<file path="src/hdl/hapc_cfg.svh">
`ifndef HAPC_CFG_SVH
`define HAPC_CFG_SVH

// register word indexes (byte address = index * 4)
`define HAPC_REG_CTRL 4'h0
`define HAPC_REG_DESIG 4'h1
`define HAPC_REG_SRC0 4'h2
`define HAPC_REG_SRC1 4'h3
`define HAPC_REG_SRC2 4'h4
`define HAPC_REG_DST0 4'h5
`define HAPC_REG_DST1 4'h6
`define HAPC_REG_DST2 4'h7
`define HAPC_REG_STATUS 4'h8

// control and status bit positions
`define HAPC_CTRL_START 0
`define HAPC_CTRL_OP 1
`define HAPC_STAT_BUSY 0
`define HAPC_STAT_ERR 1

// reset values
`define HAPC_WORD_RST 16'h0000
`define HAPC_RDATA_RST 32'h0000_0000

// designator field limits
`define HAPC_PAR_NONE 4'h0
`define HAPC_PAR_EVEN 4'h1
`define HAPC_PAR_ODD 4'h2
`define HAPC_SBYTE_MAX 4'h1
`define HAPC_CNT_MAX 4'h3
`define HAPC_SDIG_MAX 4'h3

// character codes
`define HAPC_ASC_ZERO 7'h30
`define HAPC_ASC_NINE 7'h39
`define HAPC_ASC_A 7'h41
`define HAPC_ASC_F 7'h46
`define HAPC_ALPHA_OFS 7'h37
`define HAPC_DEC_MAX 4'h9

// conversion positions
`define HAPC_SLOT_W0_LO 3'h0
`define HAPC_SLOT_W0_HI 3'h1
`define HAPC_SLOT_LAST 3'h4
`define HAPC_DIG_0 2'h0

`endif

</file>
<file path="src/hdl/hapc_pkg.sv">
package hapc_pkg;

   typedef struct packed {
      logic [3:0] par;
      logic [3:0] sbyte;
      logic [3:0] cnt;
      logic [3:0] sdig;
   } hapc_desig_type;

   typedef enum logic [1:0] {
      HAPC_IDLE = 2'b00,
      HAPC_CHECK = 2'b01,
      HAPC_CONV = 2'b11
   } hapc_state_type;

   typedef enum logic {
      HAPC_OP_HEX_TO_TEXT = 1'b0,
      HAPC_OP_TEXT_TO_HEX = 1'b1
   } hapc_op_type;

endpackage : hapc_pkg

</file>
<file path="src/hdl/hapc_top.sv">
// The implementer's own choices: register access over Avalon-MM and the placing of the registers.
`timescale 1ns/1ps
`include "hapc_cfg.svh"
module hapc_top
   import hapc_pkg::*;
(
   input wire logic core_clk,
   input wire logic rst,
   input wire logic [5:0] avs_address,
   input wire logic avs_read,
   input wire logic avs_write,
   input wire logic [3:0] avs_byteenable,
   input wire logic [31:0] avs_writedata,
   output logic [31:0] avs_readdata,
   output logic avs_waitrequest,
   output logic error_flag,
   output logic busy
);

   localparam int NWORDS = 3;

   hapc_state_type state, next_state;
   hapc_op_type op, next_op;
   hapc_desig_type desig, next_desig;
   logic [15:0] src [NWORDS];
   logic [15:0] next_src [NWORDS];
   logic [15:0] dst [NWORDS];
   logic [15:0] next_dst [NWORDS];
   logic [1:0] idx, next_idx;
   logic rd_ready, next_rd_ready;
   logic [31:0] next_readdata;
   logic next_error_flag;

   logic desig_bad;
   logic chk_err;
   logic wr_acc;
   logic [3:0] reg_idx;
   logic [2:0] cur_slot;
   logic [1:0] cur_dig;
   logic [7:0] cur_char;
   logic [7:0] cur_src_byte;

   // merge a bus write into a 16-bit register through its byte lanes
   function automatic logic [15:0] merge16(input logic [15:0] old, input logic [31:0] wd,
                                           input logic [3:0] be);
      merge16 = old;
      if (be[0]) begin
         merge16[7:0] = wd[7:0];
      end
      if (be[1]) begin
         merge16[15:8] = wd[15:8];
      end
   endfunction : merge16

   function automatic logic [7:0] to_char(input logic [3:0] dig, input logic [3:0] par);
      logic [6:0] c;
      c = (dig <= `HAPC_DEC_MAX) ? `HAPC_ASC_ZERO + {3'b000, dig}
                                 : `HAPC_ALPHA_OFS + {3'b000, dig};
      unique case (par)
         `HAPC_PAR_EVEN: to_char = {^c, c};
         `HAPC_PAR_ODD: to_char = {~^c, c};
         default: to_char = {1'b0, c};
      endcase
   endfunction : to_char

   function automatic logic char_bad(input logic [7:0] b, input logic [3:0] par);
      logic [6:0] c;
      logic valid;
      logic par_err;
      c = b[6:0];
      valid = (c >= `HAPC_ASC_ZERO && c <= `HAPC_ASC_NINE)
           || (c >= `HAPC_ASC_A && c <= `HAPC_ASC_F);
      unique case (par)
         `HAPC_PAR_EVEN: par_err = ^b;
         `HAPC_PAR_ODD: par_err = ~^b;
         default: par_err = b[7];
      endcase
      char_bad = !valid || par_err;
   endfunction : char_bad

   function automatic logic [3:0] to_digit(input logic [7:0] b);
      logic [6:0] d;
      d = (b[6:0] <= `HAPC_ASC_NINE) ? b[6:0] - `HAPC_ASC_ZERO : b[6:0] - `HAPC_ALPHA_OFS;
      to_digit = d[3:0];
   endfunction : to_digit

   // byte slot 0 = lower byte of word 0, slot 1 = upper, slot 2 = lower of word 1, ...
   function automatic logic [7:0] src_byte(input logic [2:0] slot, input logic [15:0] w0,
                                           input logic [15:0] w1, input logic [15:0] w2);
      logic [15:0] w;
      unique case (slot[2:1])
         2'b00: w = w0;
         2'b01: w = w1;
         default: w = w2;
      endcase
      src_byte = slot[0] ? w[15:8] : w[7:0];
   endfunction : src_byte

   assign reg_idx = avs_address[5:2];
   assign busy = (state != HAPC_IDLE);
   // reads take two cycles so read data comes from a flop; writes stall while converting
   assign avs_waitrequest = (avs_read && !rd_ready) || (avs_write && busy);
   assign wr_acc = avs_write && !busy;

   always_comb begin
      desig_bad = (desig.par > `HAPC_PAR_ODD) || (desig.sbyte > `HAPC_SBYTE_MAX)
               || (desig.cnt > `HAPC_CNT_MAX) || (desig.sdig > `HAPC_SDIG_MAX);
      chk_err = desig_bad;
      if (op == HAPC_OP_TEXT_TO_HEX) begin
         for (int i = 0; i < 4; i++) begin
            if (i[1:0] <= desig.cnt[1:0] &&
                char_bad(src_byte({2'b00, desig.sbyte[0]} + 3'(i), src[0], src[1], src[2]),
                         desig.par)) begin
               chk_err = 1'b1;
            end
         end
      end
   end

   // current step of the conversion
   always_comb begin
      cur_slot = {2'b00, desig.sbyte[0]} + {1'b0, idx};
      cur_dig = desig.sdig[1:0] + idx;
      cur_char = to_char(src[0][{cur_dig, 2'b00} +: 4], desig.par);
      cur_src_byte = src_byte(cur_slot, src[0], src[1], src[2]);
   end

   always_comb begin
      next_state = state;
      next_op = op;
      next_desig = desig;
      next_src = src;
      next_dst = dst;
      next_idx = idx;
      next_error_flag = error_flag;
      next_rd_ready = avs_read && !rd_ready;
      next_readdata = avs_readdata;

      if (avs_read && !rd_ready) begin
         next_readdata = `HAPC_RDATA_RST;
         unique case (reg_idx)
            `HAPC_REG_CTRL: next_readdata[`HAPC_CTRL_OP] = op;
            `HAPC_REG_DESIG: next_readdata[15:0] = desig;
            `HAPC_REG_SRC0: next_readdata[15:0] = src[0];
            `HAPC_REG_SRC1: next_readdata[15:0] = src[1];
            `HAPC_REG_SRC2: next_readdata[15:0] = src[2];
            `HAPC_REG_DST0: next_readdata[15:0] = dst[0];
            `HAPC_REG_DST1: next_readdata[15:0] = dst[1];
            `HAPC_REG_DST2: next_readdata[15:0] = dst[2];
            `HAPC_REG_STATUS: begin
               next_readdata[`HAPC_STAT_BUSY] = busy;
               next_readdata[`HAPC_STAT_ERR] = error_flag;
            end
            default: next_readdata = `HAPC_RDATA_RST;
         endcase
      end

      if (wr_acc) begin
         unique case (reg_idx)
            `HAPC_REG_CTRL: begin
               if (avs_byteenable[0]) begin
                  next_op = hapc_op_type'(avs_writedata[`HAPC_CTRL_OP]);
                  if (avs_writedata[`HAPC_CTRL_START]) begin
                     next_state = HAPC_CHECK;
                     next_idx = 2'b00;
                  end
               end
            end
            `HAPC_REG_DESIG: next_desig = merge16(desig, avs_writedata, avs_byteenable);
            `HAPC_REG_SRC0: next_src[0] = merge16(src[0], avs_writedata, avs_byteenable);
            `HAPC_REG_SRC1: next_src[1] = merge16(src[1], avs_writedata, avs_byteenable);
            `HAPC_REG_SRC2: next_src[2] = merge16(src[2], avs_writedata, avs_byteenable);
            `HAPC_REG_DST0: next_dst[0] = merge16(dst[0], avs_writedata, avs_byteenable);
            `HAPC_REG_DST1: next_dst[1] = merge16(dst[1], avs_writedata, avs_byteenable);
            `HAPC_REG_DST2: next_dst[2] = merge16(dst[2], avs_writedata, avs_byteenable);
            default: ;
         endcase
      end

      unique case (state)
         HAPC_IDLE: ;
         HAPC_CHECK: begin
            // everything is validated before the first byte lands, so a bad run writes nothing
            next_error_flag = chk_err;
            next_state = chk_err ? HAPC_IDLE : HAPC_CONV;
         end
         HAPC_CONV: begin
            if (op == HAPC_OP_HEX_TO_TEXT) begin
               // only the addressed byte is rewritten, its neighbour held
               if (cur_slot[0]) begin
                  next_dst[cur_slot[2:1]][15:8] = cur_char;
               end else begin
                  next_dst[cur_slot[2:1]][7:0] = cur_char;
               end
            end else begin
               next_dst[0][{cur_dig, 2'b00} +: 4] = to_digit(cur_src_byte);
            end
            if (idx == desig.cnt[1:0]) begin
               next_state = HAPC_IDLE;
            end else begin
               next_idx = idx + 2'b01;
            end
         end
         default: next_state = HAPC_IDLE;
      endcase
   end

   always_ff @(posedge core_clk or posedge rst) begin
      if (rst) begin
         state <= HAPC_IDLE;
         op <= HAPC_OP_HEX_TO_TEXT;
         desig <= `HAPC_WORD_RST;
         idx <= 2'b00;
         error_flag <= 1'b0;
         rd_ready <= 1'b0;
         avs_readdata <= `HAPC_RDATA_RST;
         for (int i = 0; i < NWORDS; i++) begin
            src[i] <= `HAPC_WORD_RST;
            dst[i] <= `HAPC_WORD_RST;
         end
      end else begin
         state <= next_state;
         op <= next_op;
         desig <= next_desig;
         idx <= next_idx;
         error_flag <= next_error_flag;
         rd_ready <= next_rd_ready;
         avs_readdata <= next_readdata;
         src <= next_src;
         dst <= next_dst;
      end
   end

   property p_ascii_code;
      @(posedge core_clk) disable iff (rst)
         (state == HAPC_CONV && op == HAPC_OP_HEX_TO_TEXT) |->
            ((cur_char[6:0] >= `HAPC_ASC_ZERO && cur_char[6:0] <= `HAPC_ASC_NINE) ||
             (cur_char[6:0] >= `HAPC_ASC_A && cur_char[6:0] <= `HAPC_ASC_F));
   endproperty
   a_ascii_code: assert property (p_ascii_code) else $error("character code out of range");

   property p_par_none;
      @(posedge core_clk) disable iff (rst)
         (state == HAPC_CONV && op == HAPC_OP_HEX_TO_TEXT && desig.par == `HAPC_PAR_NONE) |-> !cur_char[7];
   endproperty
   a_par_none: assert property (p_par_none) else $error("parity bit set with no parity");

   property p_par_even;
      @(posedge core_clk) disable iff (rst)
         (state == HAPC_CONV && op == HAPC_OP_HEX_TO_TEXT && desig.par == `HAPC_PAR_EVEN) |-> !(^cur_char);
   endproperty
   a_par_even: assert property (p_par_even) else $error("character not even parity");

   property p_par_odd;
      @(posedge core_clk) disable iff (rst)
         (state == HAPC_CONV && op == HAPC_OP_HEX_TO_TEXT && desig.par == `HAPC_PAR_ODD) |-> (^cur_char);
   endproperty
   a_par_odd: assert property (p_par_odd) else $error("character not odd parity");

   property p_desig_err;
      @(posedge core_clk) disable iff (rst)
         (state == HAPC_CHECK && desig_bad) |=> (error_flag && state == HAPC_IDLE);
   endproperty
   a_desig_err: assert property (p_desig_err) else $error("bad designator not flagged");

   property p_err_hold;
      @(posedge core_clk) disable iff (rst)
         (state == HAPC_CHECK && chk_err && !avs_write) |=> (dst[0] == $past(dst[0]) &&
            dst[1] == $past(dst[1]) && dst[2] == $past(dst[2]));
   endproperty
   a_err_hold: assert property (p_err_hold) else $error("destination changed on error");

   property p_err_clear;
      @(posedge core_clk) disable iff (rst)
         (state == HAPC_CHECK && !chk_err) |=> (!error_flag && state == HAPC_CONV);
   endproperty
   a_err_clear: assert property (p_err_clear) else $error("flag not cleared on good run");

   property p_finish;
      @(posedge core_clk) disable iff (rst)
         (state == HAPC_IDLE && wr_acc && reg_idx == `HAPC_REG_CTRL && avs_byteenable[0]
          && avs_writedata[`HAPC_CTRL_START])
            |=> state == HAPC_CHECK ##[1:5] state == HAPC_IDLE;
   endproperty
   a_finish: assert property (p_finish) else $error("conversion did not finish in time");

   property p_slot_range;
      @(posedge core_clk) disable iff (rst)
         (state == HAPC_CONV) |-> (cur_slot <= `HAPC_SLOT_LAST && idx <= desig.cnt[1:0]);
   endproperty
   a_slot_range: assert property (p_slot_range) else $error("byte slot past last word");

   property p_stall;
      @(posedge core_clk) disable iff (rst)
         (avs_write && state != HAPC_IDLE) |-> (avs_waitrequest && !wr_acc);
   endproperty
   a_stall: assert property (p_stall) else $error("write taken while busy");

   property p_lower_first;
      @(posedge core_clk) disable iff (rst)
         (state == HAPC_CONV && op == HAPC_OP_HEX_TO_TEXT && cur_slot == `HAPC_SLOT_W0_LO)
            |=> dst[0][7:0] == $past(cur_char);
   endproperty
   a_lower_first: assert property (p_lower_first) else $error("lower byte not written");

   property p_upper_first;
      @(posedge core_clk) disable iff (rst)
         (state == HAPC_CONV && op == HAPC_OP_HEX_TO_TEXT && cur_slot == `HAPC_SLOT_W0_HI)
            |=> dst[0][15:8] == $past(cur_char);
   endproperty
   a_upper_first: assert property (p_upper_first) else $error("upper byte not written");

   property p_other_byte_hi;
      @(posedge core_clk) disable iff (rst)
         (state == HAPC_CONV && op == HAPC_OP_HEX_TO_TEXT && cur_slot == `HAPC_SLOT_W0_LO)
            |=> dst[0][15:8] == $past(dst[0][15:8]);
   endproperty
   a_other_byte_hi: assert property (p_other_byte_hi) else $error("neighbour upper byte changed");

   property p_other_byte_lo;
      @(posedge core_clk) disable iff (rst)
         (state == HAPC_CONV && op == HAPC_OP_HEX_TO_TEXT && cur_slot == `HAPC_SLOT_W0_HI)
            |=> dst[0][7:0] == $past(dst[0][7:0]);
   endproperty
   a_other_byte_lo: assert property (p_other_byte_lo) else $error("neighbour lower byte changed");

   property p_one_word;
      @(posedge core_clk) disable iff (rst)
         (state == HAPC_CONV && op == HAPC_OP_TEXT_TO_HEX)
            |=> (dst[1] == $past(dst[1]) && dst[2] == $past(dst[2]));
   endproperty
   a_one_word: assert property (p_one_word) else $error("digits written outside first word");

   property p_digit_keep;
      @(posedge core_clk) disable iff (rst)
         (state == HAPC_CONV && op == HAPC_OP_TEXT_TO_HEX && cur_dig != `HAPC_DIG_0)
            |=> dst[0][3:0] == $past(dst[0][3:0]);
   endproperty
   a_digit_keep: assert property (p_digit_keep) else $error("unselected digit changed");

   property p_char_err;
      @(posedge core_clk) disable iff (rst)
         (state == HAPC_CHECK && op == HAPC_OP_TEXT_TO_HEX && !desig_bad && chk_err)
            |=> (error_flag && state == HAPC_IDLE);
   endproperty
   a_char_err: assert property (p_char_err) else $error("bad character not flagged");

   property p_idle_hold;
      @(posedge core_clk) disable iff (rst)
         (state == HAPC_IDLE && !wr_acc) |=> (dst[0] == $past(dst[0]) &&
            dst[1] == $past(dst[1]) && dst[2] == $past(dst[2]));
   endproperty
   a_idle_hold: assert property (p_idle_hold) else $error("destination changed while idle");

   property p_flag_stable;
      @(posedge core_clk) disable iff (rst)
         (state != HAPC_CHECK) |=> error_flag == $past(error_flag);
   endproperty
   a_flag_stable: assert property (p_flag_stable) else $error("flag changed outside check");

endmodule : hapc_top

</file>
<file path="config.mk">
export PLATFORM = sky130hd
export DESIGN_NAME = hapc_top
export DESIGN_NICKNAME = d
export VERILOG_FILES = /design/src/hdl/hapc_pkg.sv /design/src/hdl/hapc_top.sv
export VERILOG_INCLUDE_DIRS = /design/src /design/src/hdl
export SDC_FILE = /design/constraint.sdc
export NUM_CORES = 1
export LEC_CHECK = 0
export ABC_AREA = 1
export BUFFER_PORTS_ARGS = -buffer_cell sky130_fd_sc_hd__buf_2
export CAP_MARGIN = 20
export CORE_MARGIN = 3
export CORE_UTILIZATION = 65
export CTS_CLUSTER_SIZE = 14
export DETAILED_ROUTE_END_ITERATION = 16
export MAX_ROUTING_LAYER = met4
export PLACE_DENSITY_LB_ADDON = 0.08
export SLEW_MARGIN = 25
export SYNTH_ARGS = -nofsm -noshare
export SYNTH_HDL_FRONTEND = slang
export SYNTH_SLANG_ARGS = --single-unit
</file>
<file path="constraint.sdc">
create_clock -name core_clk -period 6.74 [get_ports core_clk]
set_input_delay 0.674 -clock core_clk [delete_from_list [all_inputs] [get_ports core_clk]]
set_output_delay 0.674 -clock core_clk [all_outputs]
set_load 0.01 [all_outputs]
</file>
# Yosys cells after proc, flatten, opt, wreduce, memory -nomap -nowiden
# Cells that the tools add are included.
[totals] ff_bits=135 input_bits=46 output_inout_bits=35 elab_cells=205
[classes] n_shift=3 eq_ne=17 muxes=66 order_cmp=28 n_reduce_logical=60 bitwise_logic=1 add_sub_neg=11
[ops] op="16-bit two-way mux" n=9
[ops] op="48-bit two-way mux" n=3
[ops] op="14-bit case mux with 7 select lines" n=1
[ops] op="48-bit bitwise mux" n=2
[ops] op="16-bit case mux with 2 select lines" n=3
[ops] op="8-bit two-way mux" n=11
[ops] op="16-bit demux with 2-bit select" n=2
[ops] op="7-bit by 6-bit <= comparator with 1-bit output, second input constant" n=5
[ops] op="32-bit two-way mux" n=1
[ops] op="8-bit XNOR reduction" n=4
[ops] op="8-bit XOR reduction" n=4
[ops] op="15-bit case mux with 2 select lines" n=1
[ops] op="7-bit by 6-bit >= comparator with 1-bit output, second input constant" n=4
[ops] op="7-bit >= comparator, second input constant" n=4
[ops] op="7-bit <= comparator, second input constant" n=4
[ops] op="3-bit AND reduction" n=9
[ops] op="2-bit two-way mux" n=12
[ops] op="16-bit bitwise mux" n=1
[ops] op="4-bit by 3-bit == test with 1-bit output, second input constant" n=4
[ops] op="1-bit logical AND" n=16
[ops] op="8-bit case mux with 2 select lines" n=1
[ops] op="4-bit by 6-bit variable shift with 16-bit output, first input constant" n=1
[ops] op="16-bit by 5-bit indexed part select with 4-bit output" n=1
[ops] op="4-bit by 6-bit indexed part select with 16-bit output" n=1
[ops] op="38 further kinds" n=82

# Logic depth before layout (Yosys ltp)
# Gate-level depths: netlist of run 1.
[logic_depth] depth_word=17 ltp_mapped=24 mapped_depth_nobuf=24

# Least setup slack after synthesis of run 1
# Ideal clock, no wire load.
[synth_timing] path_kind="register -> register" from="reg idx[0]" to="reg dst[7] (netlist name)" t_arrival_ns=2.783 setup_ns=0.115 required_time_ns=6.625 slack_ns=3.841 period_less_slack_ns=2.899 stages_incl_launch_ff=18 path_cell_list="dfrtp_1 -> ha_1 -> buf_2 -> o21ai_0 -> o21ai_4 -> ha_1 -> or2_2 -> nand3_4 -> nand2_8 -> nand2_2 -> nand2_4 -> nand2_4 -> nand3_2 -> nand2_2 -> nand2_2 -> and2_4 -> o21ai_2 -> inv_2"
[synth_rtl] element="from (decl)" line_no="hapc_top.sv:29" source="logic [1:0] idx, next_idx;"
[synth_rtl] element="from (signal assigned)" line_no="hapc_top.sv:225" source="idx <= next_idx;"
[synth_rtl] element="to (signal, indexed assignment)" line_no="hapc_top.sv:219" source="dst[i] <= `HAPC_WORD_RST;"
[synth_rtl] element="to (signal assigned)" line_no="hapc_top.sv:230" source="dst <= next_dst;"
[synth_rtl] element="to (decl)" line_no="hapc_top.sv:27" source="logic [15:0] dst [NWORDS];"

==> flow_summary.json, run 1 <==
{
  "status": "finished, final reports clean",
  "die_w_um": 127.3,
  "antenna_found_initial": 0,
  "portBuffers": 44,
  "syn_area_um2": 9567,
  "final_cell_mix": "nand2_1, o21ai_0, inv_1",
  "drcViolationCount": 0,
  "grtUsageTotal_pct": 40.77,
  "max_freq_mhz": 258.8,
  "endpoint_kind": "flop",
  "wire_per_inst_um": 20.27,
  "min_period_ns": 3.864,
  "cts_max_path_buffers": 2,
  "synthToLayoutAreaGrowth_pct": 8.161,
  "setup_violations": 0,
  "cts_hold_buf": 0,
  "ys_seq_area_share_pct": 35.31,
  "rsz0062_at_grt": "no",
  "p_int_mw": 2.187,
  "power.density_nw_per_um2": 394.5,
  "holdWs_ns": 0.2868,
  "critPathSlowestCell": "ha_1",
  "crit_chain": "ha_1, o21ai_0, o21ai_4, ha_1, or2_2, nand3_4, nand2_8, a31oi_2, nor2_1, o21ai_1, a21oi_1, nand2_1, o21ai_1",
  "dp_slack_ns": 3.016,
  "vias": 9716,
  "antenna_cells": 0,
  "syn_avg_cell_area_um2": 7.065,
  "path_class": "flop to flop",
  "grt_max_degree": 82,
  "worst_hold_path_type": "input port to asynchronous set/reset pin",
  "place_hpwl_um": 23650,
  "slew_violations": 0,
  "viasPerCell": 6.192,
  "final_common_cell": "nand2_1",
  "cts_tree": "built",
  "initial_utilization_pct": 67.61,
  "power_leakage_nw": 5.077,
  "yosysUniqueCellTypes": 52,
  "cp.required_ns": 7.04,
  "timing.setup.tns_ns": 0,
  "dieArea_um2": 16210,
  "cts_made_buffers": 17,
  "critPathArrivalTime_ns": 4.16,
  "yosysWarningCount": 0,
  "first_iter_violations": 1641,
  "p_seq_share_pct": 27.5,
  "tightest_slew_ns": 0.9718,
  "place_congestion": 0.9820,
  "firstDrtPassIters": 5,
  "p_clk_share_pct": 22.5,
  "fin_ws_ns": 2.876,
  "routed_wl_um": 31810,
  "cts_setup_buffers": 0,
  "ys_seq_elements": 135,
  "slew_headroom_pct": 34.98,
  "grt_pass1_wl_um": 48960,
  "synth_cells": 1354,
  "skew_ns": 0.006509,
  "synth-edff-count": 0,
  "final-seq-area_um2": 3379,
  "switching_share_pct": 46.44,
  "ys.flop_type": "dfrtp_1",
  "core_area_um2": 14150,
  "finalCritPeriodShare_pct": 57.32,
  "drive_above_1_share_pct": 12.02,
  "multiInputGateArea_um2": 5207,
  "ir_drop_v": 0.0003753,
  "ios": 81,
  "p_switching_mw": 1.896,
  "clock_latency_ns": 0.43,
  "async_reset_ff_share_pct": 100.0,
  "pwr-share-comb_pct": 50.0,
  "hold_viol": 0,
  "critical_path.startpoint_type": "flop",
  "dieHeight_um": 127.3,
  "cts-root-buf": "clkbuf_16",
  "grt_pass1_vias": 8697,
  "cts_num_sinks": 135,
  "slowest_delay_ns": 0.64,
  "maxCapViolCount": 0,
  "path_clk_slew_ns": 0.06,
  "crit_fanout": 23,
  "cts_resized": 0,
  "placementRows": 43,
  "fillers": 1204,
  "final_nets": 1460,
  "htreeDepth": 4,
  "detail-route-antenna-nets": 0,
  "grt-ovfl-total": 0
}
-- stage by stage --
stage / instance area, um^2 / total power, mW / std cells / utilization [%]
floorplan: 9623 / 2.590 / 1369 / -
global placement: 9772 / 3.045 / 1538 / 69.06
detailed placement: 9772 / 3.111 / 1538 / 69.06
CTS: 10340 / 4.017 / 1569 / 73.10
global route: 10350 / 4.300 / 1569 / 73.13
finish: 10350 / 4.082 / 1569 / 73.13
-- registers in the layout, summed over array words and instances (netlist names) --
signal	flops
state	2
op	1
avs_readdata	16
src	48
dst	48
desig	16
rd_ready	1
idx	2
error_flag	1
-- worst max-delay path, delay by kind of cell, from the launching register on --
family / cells / cell delay [ns]
AOI/OAI and AO/OA: 6 / 1.60
adders and majority gates: 2 / 0.89
and+or+nand+nor: 5 / 0.77
DFF: 1 / 0.45
-- layout make-up --
cell class | count | area share [%]
Tap cell | 180 | 2.177
Clock buffer | 18 | 4.244
Inverter | 181 | 6.638
Sequential cell | 135 | 32.66
Timing Repair Buffer | 51 | 2.672
Multi-Input combinational cell | 991 | 50.33
Clock inverter | 13 | 1.282
-- kinds of logic (layout without fill, tap and decap cells) --
| group | count (synthesis) | count (layout) | share of synthesized area (%) |
|---|---|---|---|
| AO/OA/AOI/OAI | 331 | 331 | 19.57 |
| XOR/XNOR | 17 | 17 | 1.635 |
| adder cells (fa/ha/maj) | 37 | 37 | 4.839 |
| buffers and inverters | 243 | 263 | 10.84 |
| flip-flops | 135 | 135 | 35.31 |
| multiplexers | 3 | 3 | 0.3400 |
| other | 1 | 16 | 0.03920 |
| AND/OR/NAND/NOR | 587 | 587 | 27.43 |
-- cell usage after synthesis (3+ instances only) --
| cell | count | area (um^2) |
|---|---|---|
| nand2_1 | 367 | 1378 |
| o2111ai_1 | 8 | 70.07 |
| o22ai_1 | 32 | 200.2 |
| clkinv_1 | 4 | 15.01 |
| nor2_2 | 6 | 37.54 |
| xor2_1 | 7 | 61.31 |
| a221oi_1 | 9 | 78.83 |
| xnor2_1 | 9 | 78.83 |
| dfrtp_1 | 135 | 3378 |
| nand4_1 | 10 | 62.56 |
| buf_4 | 22 | 165.2 |
| o21ai_0 | 172 | 860.8 |
| a21oi_1 | 47 | 235.2 |
| a21o_1 | 3 | 22.52 |
| nor3_1 | 10 | 50.05 |
| clkbuf_1 | 26 | 97.59 |
| buf_6 | 4 | 45.04 |
| inv_1 | 162 | 608.1 |
| inv_2 | 14 | 52.55 |
| o211ai_1 | 7 | 52.55 |
| o21ai_1 | 28 | 140.1 |
| nand2_2 | 16 | 100.1 |
| nor2_1 | 79 | 296.5 |
| o21ai_2 | 7 | 61.31 |
| nand3_1 | 54 | 270.3 |
| nand2_4 | 9 | 101.4 |
| a22o_1 | 3 | 26.28 |
| nor4_1 | 9 | 56.30 |
| ha_1 | 37 | 462.9 |
| nor2_4 | 3 | 33.78 |
| buf_2 | 8 | 40.04 |
| or2_2 | 11 | 68.82 |
| a31oi_1 | 5 | 31.28 |
| nand3_2 | 5 | 50.05 |
-- path summary, 6_finish.rpt --
kind                       slack [ns]       startpoint  depth (start not counted)         endpoint
min                              0.29              rst                          2               op
min reg2reg                      0.47  avs_readdata[3]                          2  avs_readdata[3]
min in group core_clk            0.47  avs_readdata[3]                          2  avs_readdata[3]
max reg2reg                      2.88           idx[0]                         13          dst[35]
max                              2.88           idx[0]                         13          dst[35]
max in group asynchronous        5.26              rst                          3         desig[8]
-- power groups by stage --
stage          Sequential (mW)  Clock, mW  Combinational [mW]
2_1_floorplan             1.07          0                1.52
3_3_place_gp              1.12          0                1.93
3_5_place_dp              1.13          0                1.98
4_1_cts                   1.11      0.907                2.00
5_1_grt                   1.14      0.942                2.22
6_report                  1.12      0.918                2.04
-- per-layer routing --
metal / share of wire, % / up-vias / track usage [%]
met5: 0 / - / -
li1: - / 4441 / -
met1: 38 / 4473 / 54.98
met3: 12 / 141 / 7.567
met4: 5.6 / 0 / 18.30
met2: 44 / 661 / 60.30
Note: power is estimated with default switching activity, not from simulation.
==> run 2: changes to the inputs <==
Settings changed: CORE_UTILIZATION 65 to 61.
Clock period 6.74 ns to 3.8 ns, I/O delays scaled along.
==> run 2 against run 1 <==
Core utilization down 3.5 points. Worst setup slack got worse by 2.4 ns. Sequential power is 77% higher. Routed wire length is 1.5% higher. Sequential share of layout area shrank 0.85 points. Clock-buffer cell count unchanged. First-iteration DRC count shrank 24%. Global-route usage decreased by 2.7 points. Critical endpoint is now dst[23]. Largest cell class unchanged.
==> flow_summary.json, run 2 (synthesized netlist as in run 1, its figures left out) <==
{
  "status": "finished, final reports clean",
  "cts_made_buffers": 17,
  "grt_pass1_wl_um": 49470,
  "p_switching_mw": 3.328,
  "rsz0062_at_grt": "no",
  "hold_viol": 0,
  "dieArea_um2": 17220,
  "grtUsageTotal_pct": 38.11,
  "core_area_um2": 15260,
  "pwr-share-comb_pct": 48.5,
  "use_met2_pct": 56.91,
  "critPathArrivalTime_ns": 3.68,
  "grt_max_degree": 82,
  "timing.setup.tns_ns": 0,
  "vias": 9614,
  "tightest_slew_ns": 1.038,
  "wire_per_inst_um": 19.95,
  "switching_share_pct": 44.63,
  "finalCritPeriodShare_pct": 88.52,
  "startpoint": "idx[0]",
  "crit_fanout": 17,
  "firstDrtPassIters": 5,
  "max_freq_mhz": 297.3,
  "final-seq-area_um2": 3379,
  "power_leakage_nw": 5.205,
  "place_congestion": 1.018,
  "cts_tree": "built",
  "critical_path.startpoint_type": "flop",
  "viasPerCell": 5.942,
  "r2r_start": "idx[0]",
  "skew_ns": 0.01169,
  "cts_num_sinks": 135,
  "worst_hold_path_type": "input port to asynchronous set/reset pin",
  "path_clk_slew_ns": 0.06,
  "fin_ws_ns": 0.4363,
  "cts_setup_buffers": 0,
  "p_clk_share_pct": 24.9,
  "grt-ovfl-total": 0,
  "first_iter_violations": 1243,
  "synthToLayoutAreaGrowth_pct": 11.06,
  "clock_latency_ns": 0.43,
  "drcViolationCount": 0,
  "grt_pass1_vias": 8937,
  "grt_most_used_layer": "met2",
  "placementRows": 45,
  "maxCapViolCount": 0,
  "rrSetupSlack_ns": 0.44,
  "ir_drop_v": 0.0004664,
  "critPathSlowestCell": "ha_1",
  "slew_headroom_pct": 30.56,
  "fin_util_pct": 69.64,
  "p_int_mw": 4.129,
  "p_seq_share_pct": 26.6,
  "final_nets": 1477,
  "cp.required_ns": 4.11,
  "drive_above_1_share_pct": 13.22,
  "crit_top_cell": "nand2_1",
  "antenna_found_initial": 0,
  "fillers": 1331,
  "endpoint_kind": "flop",
  "post_dp_cell_area_um2": 9962,
  "path_class": "flop to flop",
  "slew_violations": 0,
  "htreeDepth": 4,
  "setup_violations": 0,
  "dp_slack_ns": 0.4989,
  "portBuffers": 44,
  "antenna_cells": 0,
  "min_period_ns": 3.364,
  "initial_utilization_pct": 62.70,
  "cts_max_path_buffers": 2,
  "routed_wl_um": 32280,
  "final_common_cell": "nand2_1",
  "reg_top3": "dst: 48 flops, src: 48 flops",
  "die_w_um": 131.2,
  "place_hpwl_um": 24630,
  "ios": 81,
  "cts-root-buf": "clkbuf_16",
  "multiInputGateArea_um2": 5210,
  "power.density_nw_per_um2": 701.9,
  "cts_hold_buf": 0,
  "dieHeight_um": 131.2,
  "crit_chain": "ha_1, nand2_1, o21ai_0, nand2_1, nand2_1, inv_2, ha_1, or2_2, nand3_4, nand2_8, inv_4, nand2_2, nand2_2, inv_2, nand2_4, nand3_2, and2_4, o21ai_2, inv_1",
  "grt_use_met1_pct": 47.39,
  "final_cell_area_um2": 10630,
  "final_cell_mix": "nand2_1, o21ai_0, inv_1",
  "slowest_delay_ns": 0.59,
  "use_met3_pct": 9.648,
  "cts_resized": 0,
  "detail-route-antenna-nets": 0
}
-- run 2: cell count changes in the layout (fill, tap and decap cells not counted), sizes merged --
cell	previous run	this run
buf	51	68
clkinv	11	7
bufinv	2	5
inv	177	179
-- run 2: path summary, 6_finish.rpt --
path,to,cells past startpoint
worst max-delay path,dst[23],19
worst min-delay path,dst[38],2
worst max register to register,dst[23],19
min in group core_clk,src[39],3
max in group asynchronous,desig[8],3
worst min register to register,avs_readdata[10],2
-- run 2: per-stage QoR --
step	hold WS, ns	power [mW]	instances
finish	0.02918	7.457	1618
global route	0.07615	7.935	1618
CTS	0.04552	7.396	1618
detailed placement	0.4594	5.547	1586
global placement	0.4578	5.467	1586
floorplan	0.4622	4.595	1369
-- run 2: power by group through the flow --
stage          Combinational, mW  Sequential [mW]  Clock, mW
3_3_place_gp                3.48             1.98          0
6_report                    3.62             1.98       1.86
4_1_cts                     3.57             1.97       1.86
2_1_floorplan               2.69             1.90          0
3_5_place_dp                3.55             1.99          0
5_1_grt                     4.01             2.01       1.91
-- run 2: cell type report --
type                            count  share of cell area (%)
Tap cell                          211                   2.485
Sequential cell                   135                   31.81
Clock inverter                     14                   2.084
Timing Repair Buffer               68                   4.004
Inverter                          181                   6.453
Clock buffer                       18                   4.133
Multi-Input combinational cell    991                   49.03
-- run 2: routing by layer --
metal / wire [um] / up-vias
li1: - / 4487
met1: 12530 / 4435
met2: 14380 / 562
met3: 3306 / 130
met4: 2061 / 0
met5: 0 / -
-- run 2: worst max-delay path: cells and delay by family (launching register included) --
family                   cells  cell delay (ns)
buffers and inverters        4             0.36
adder cells (fa/ha/maj)      2             0.79
AO/OA/AOI/OAI                2             0.22
AND/OR/NAND/NOR             11             1.41
flip-flops                   1             0.46
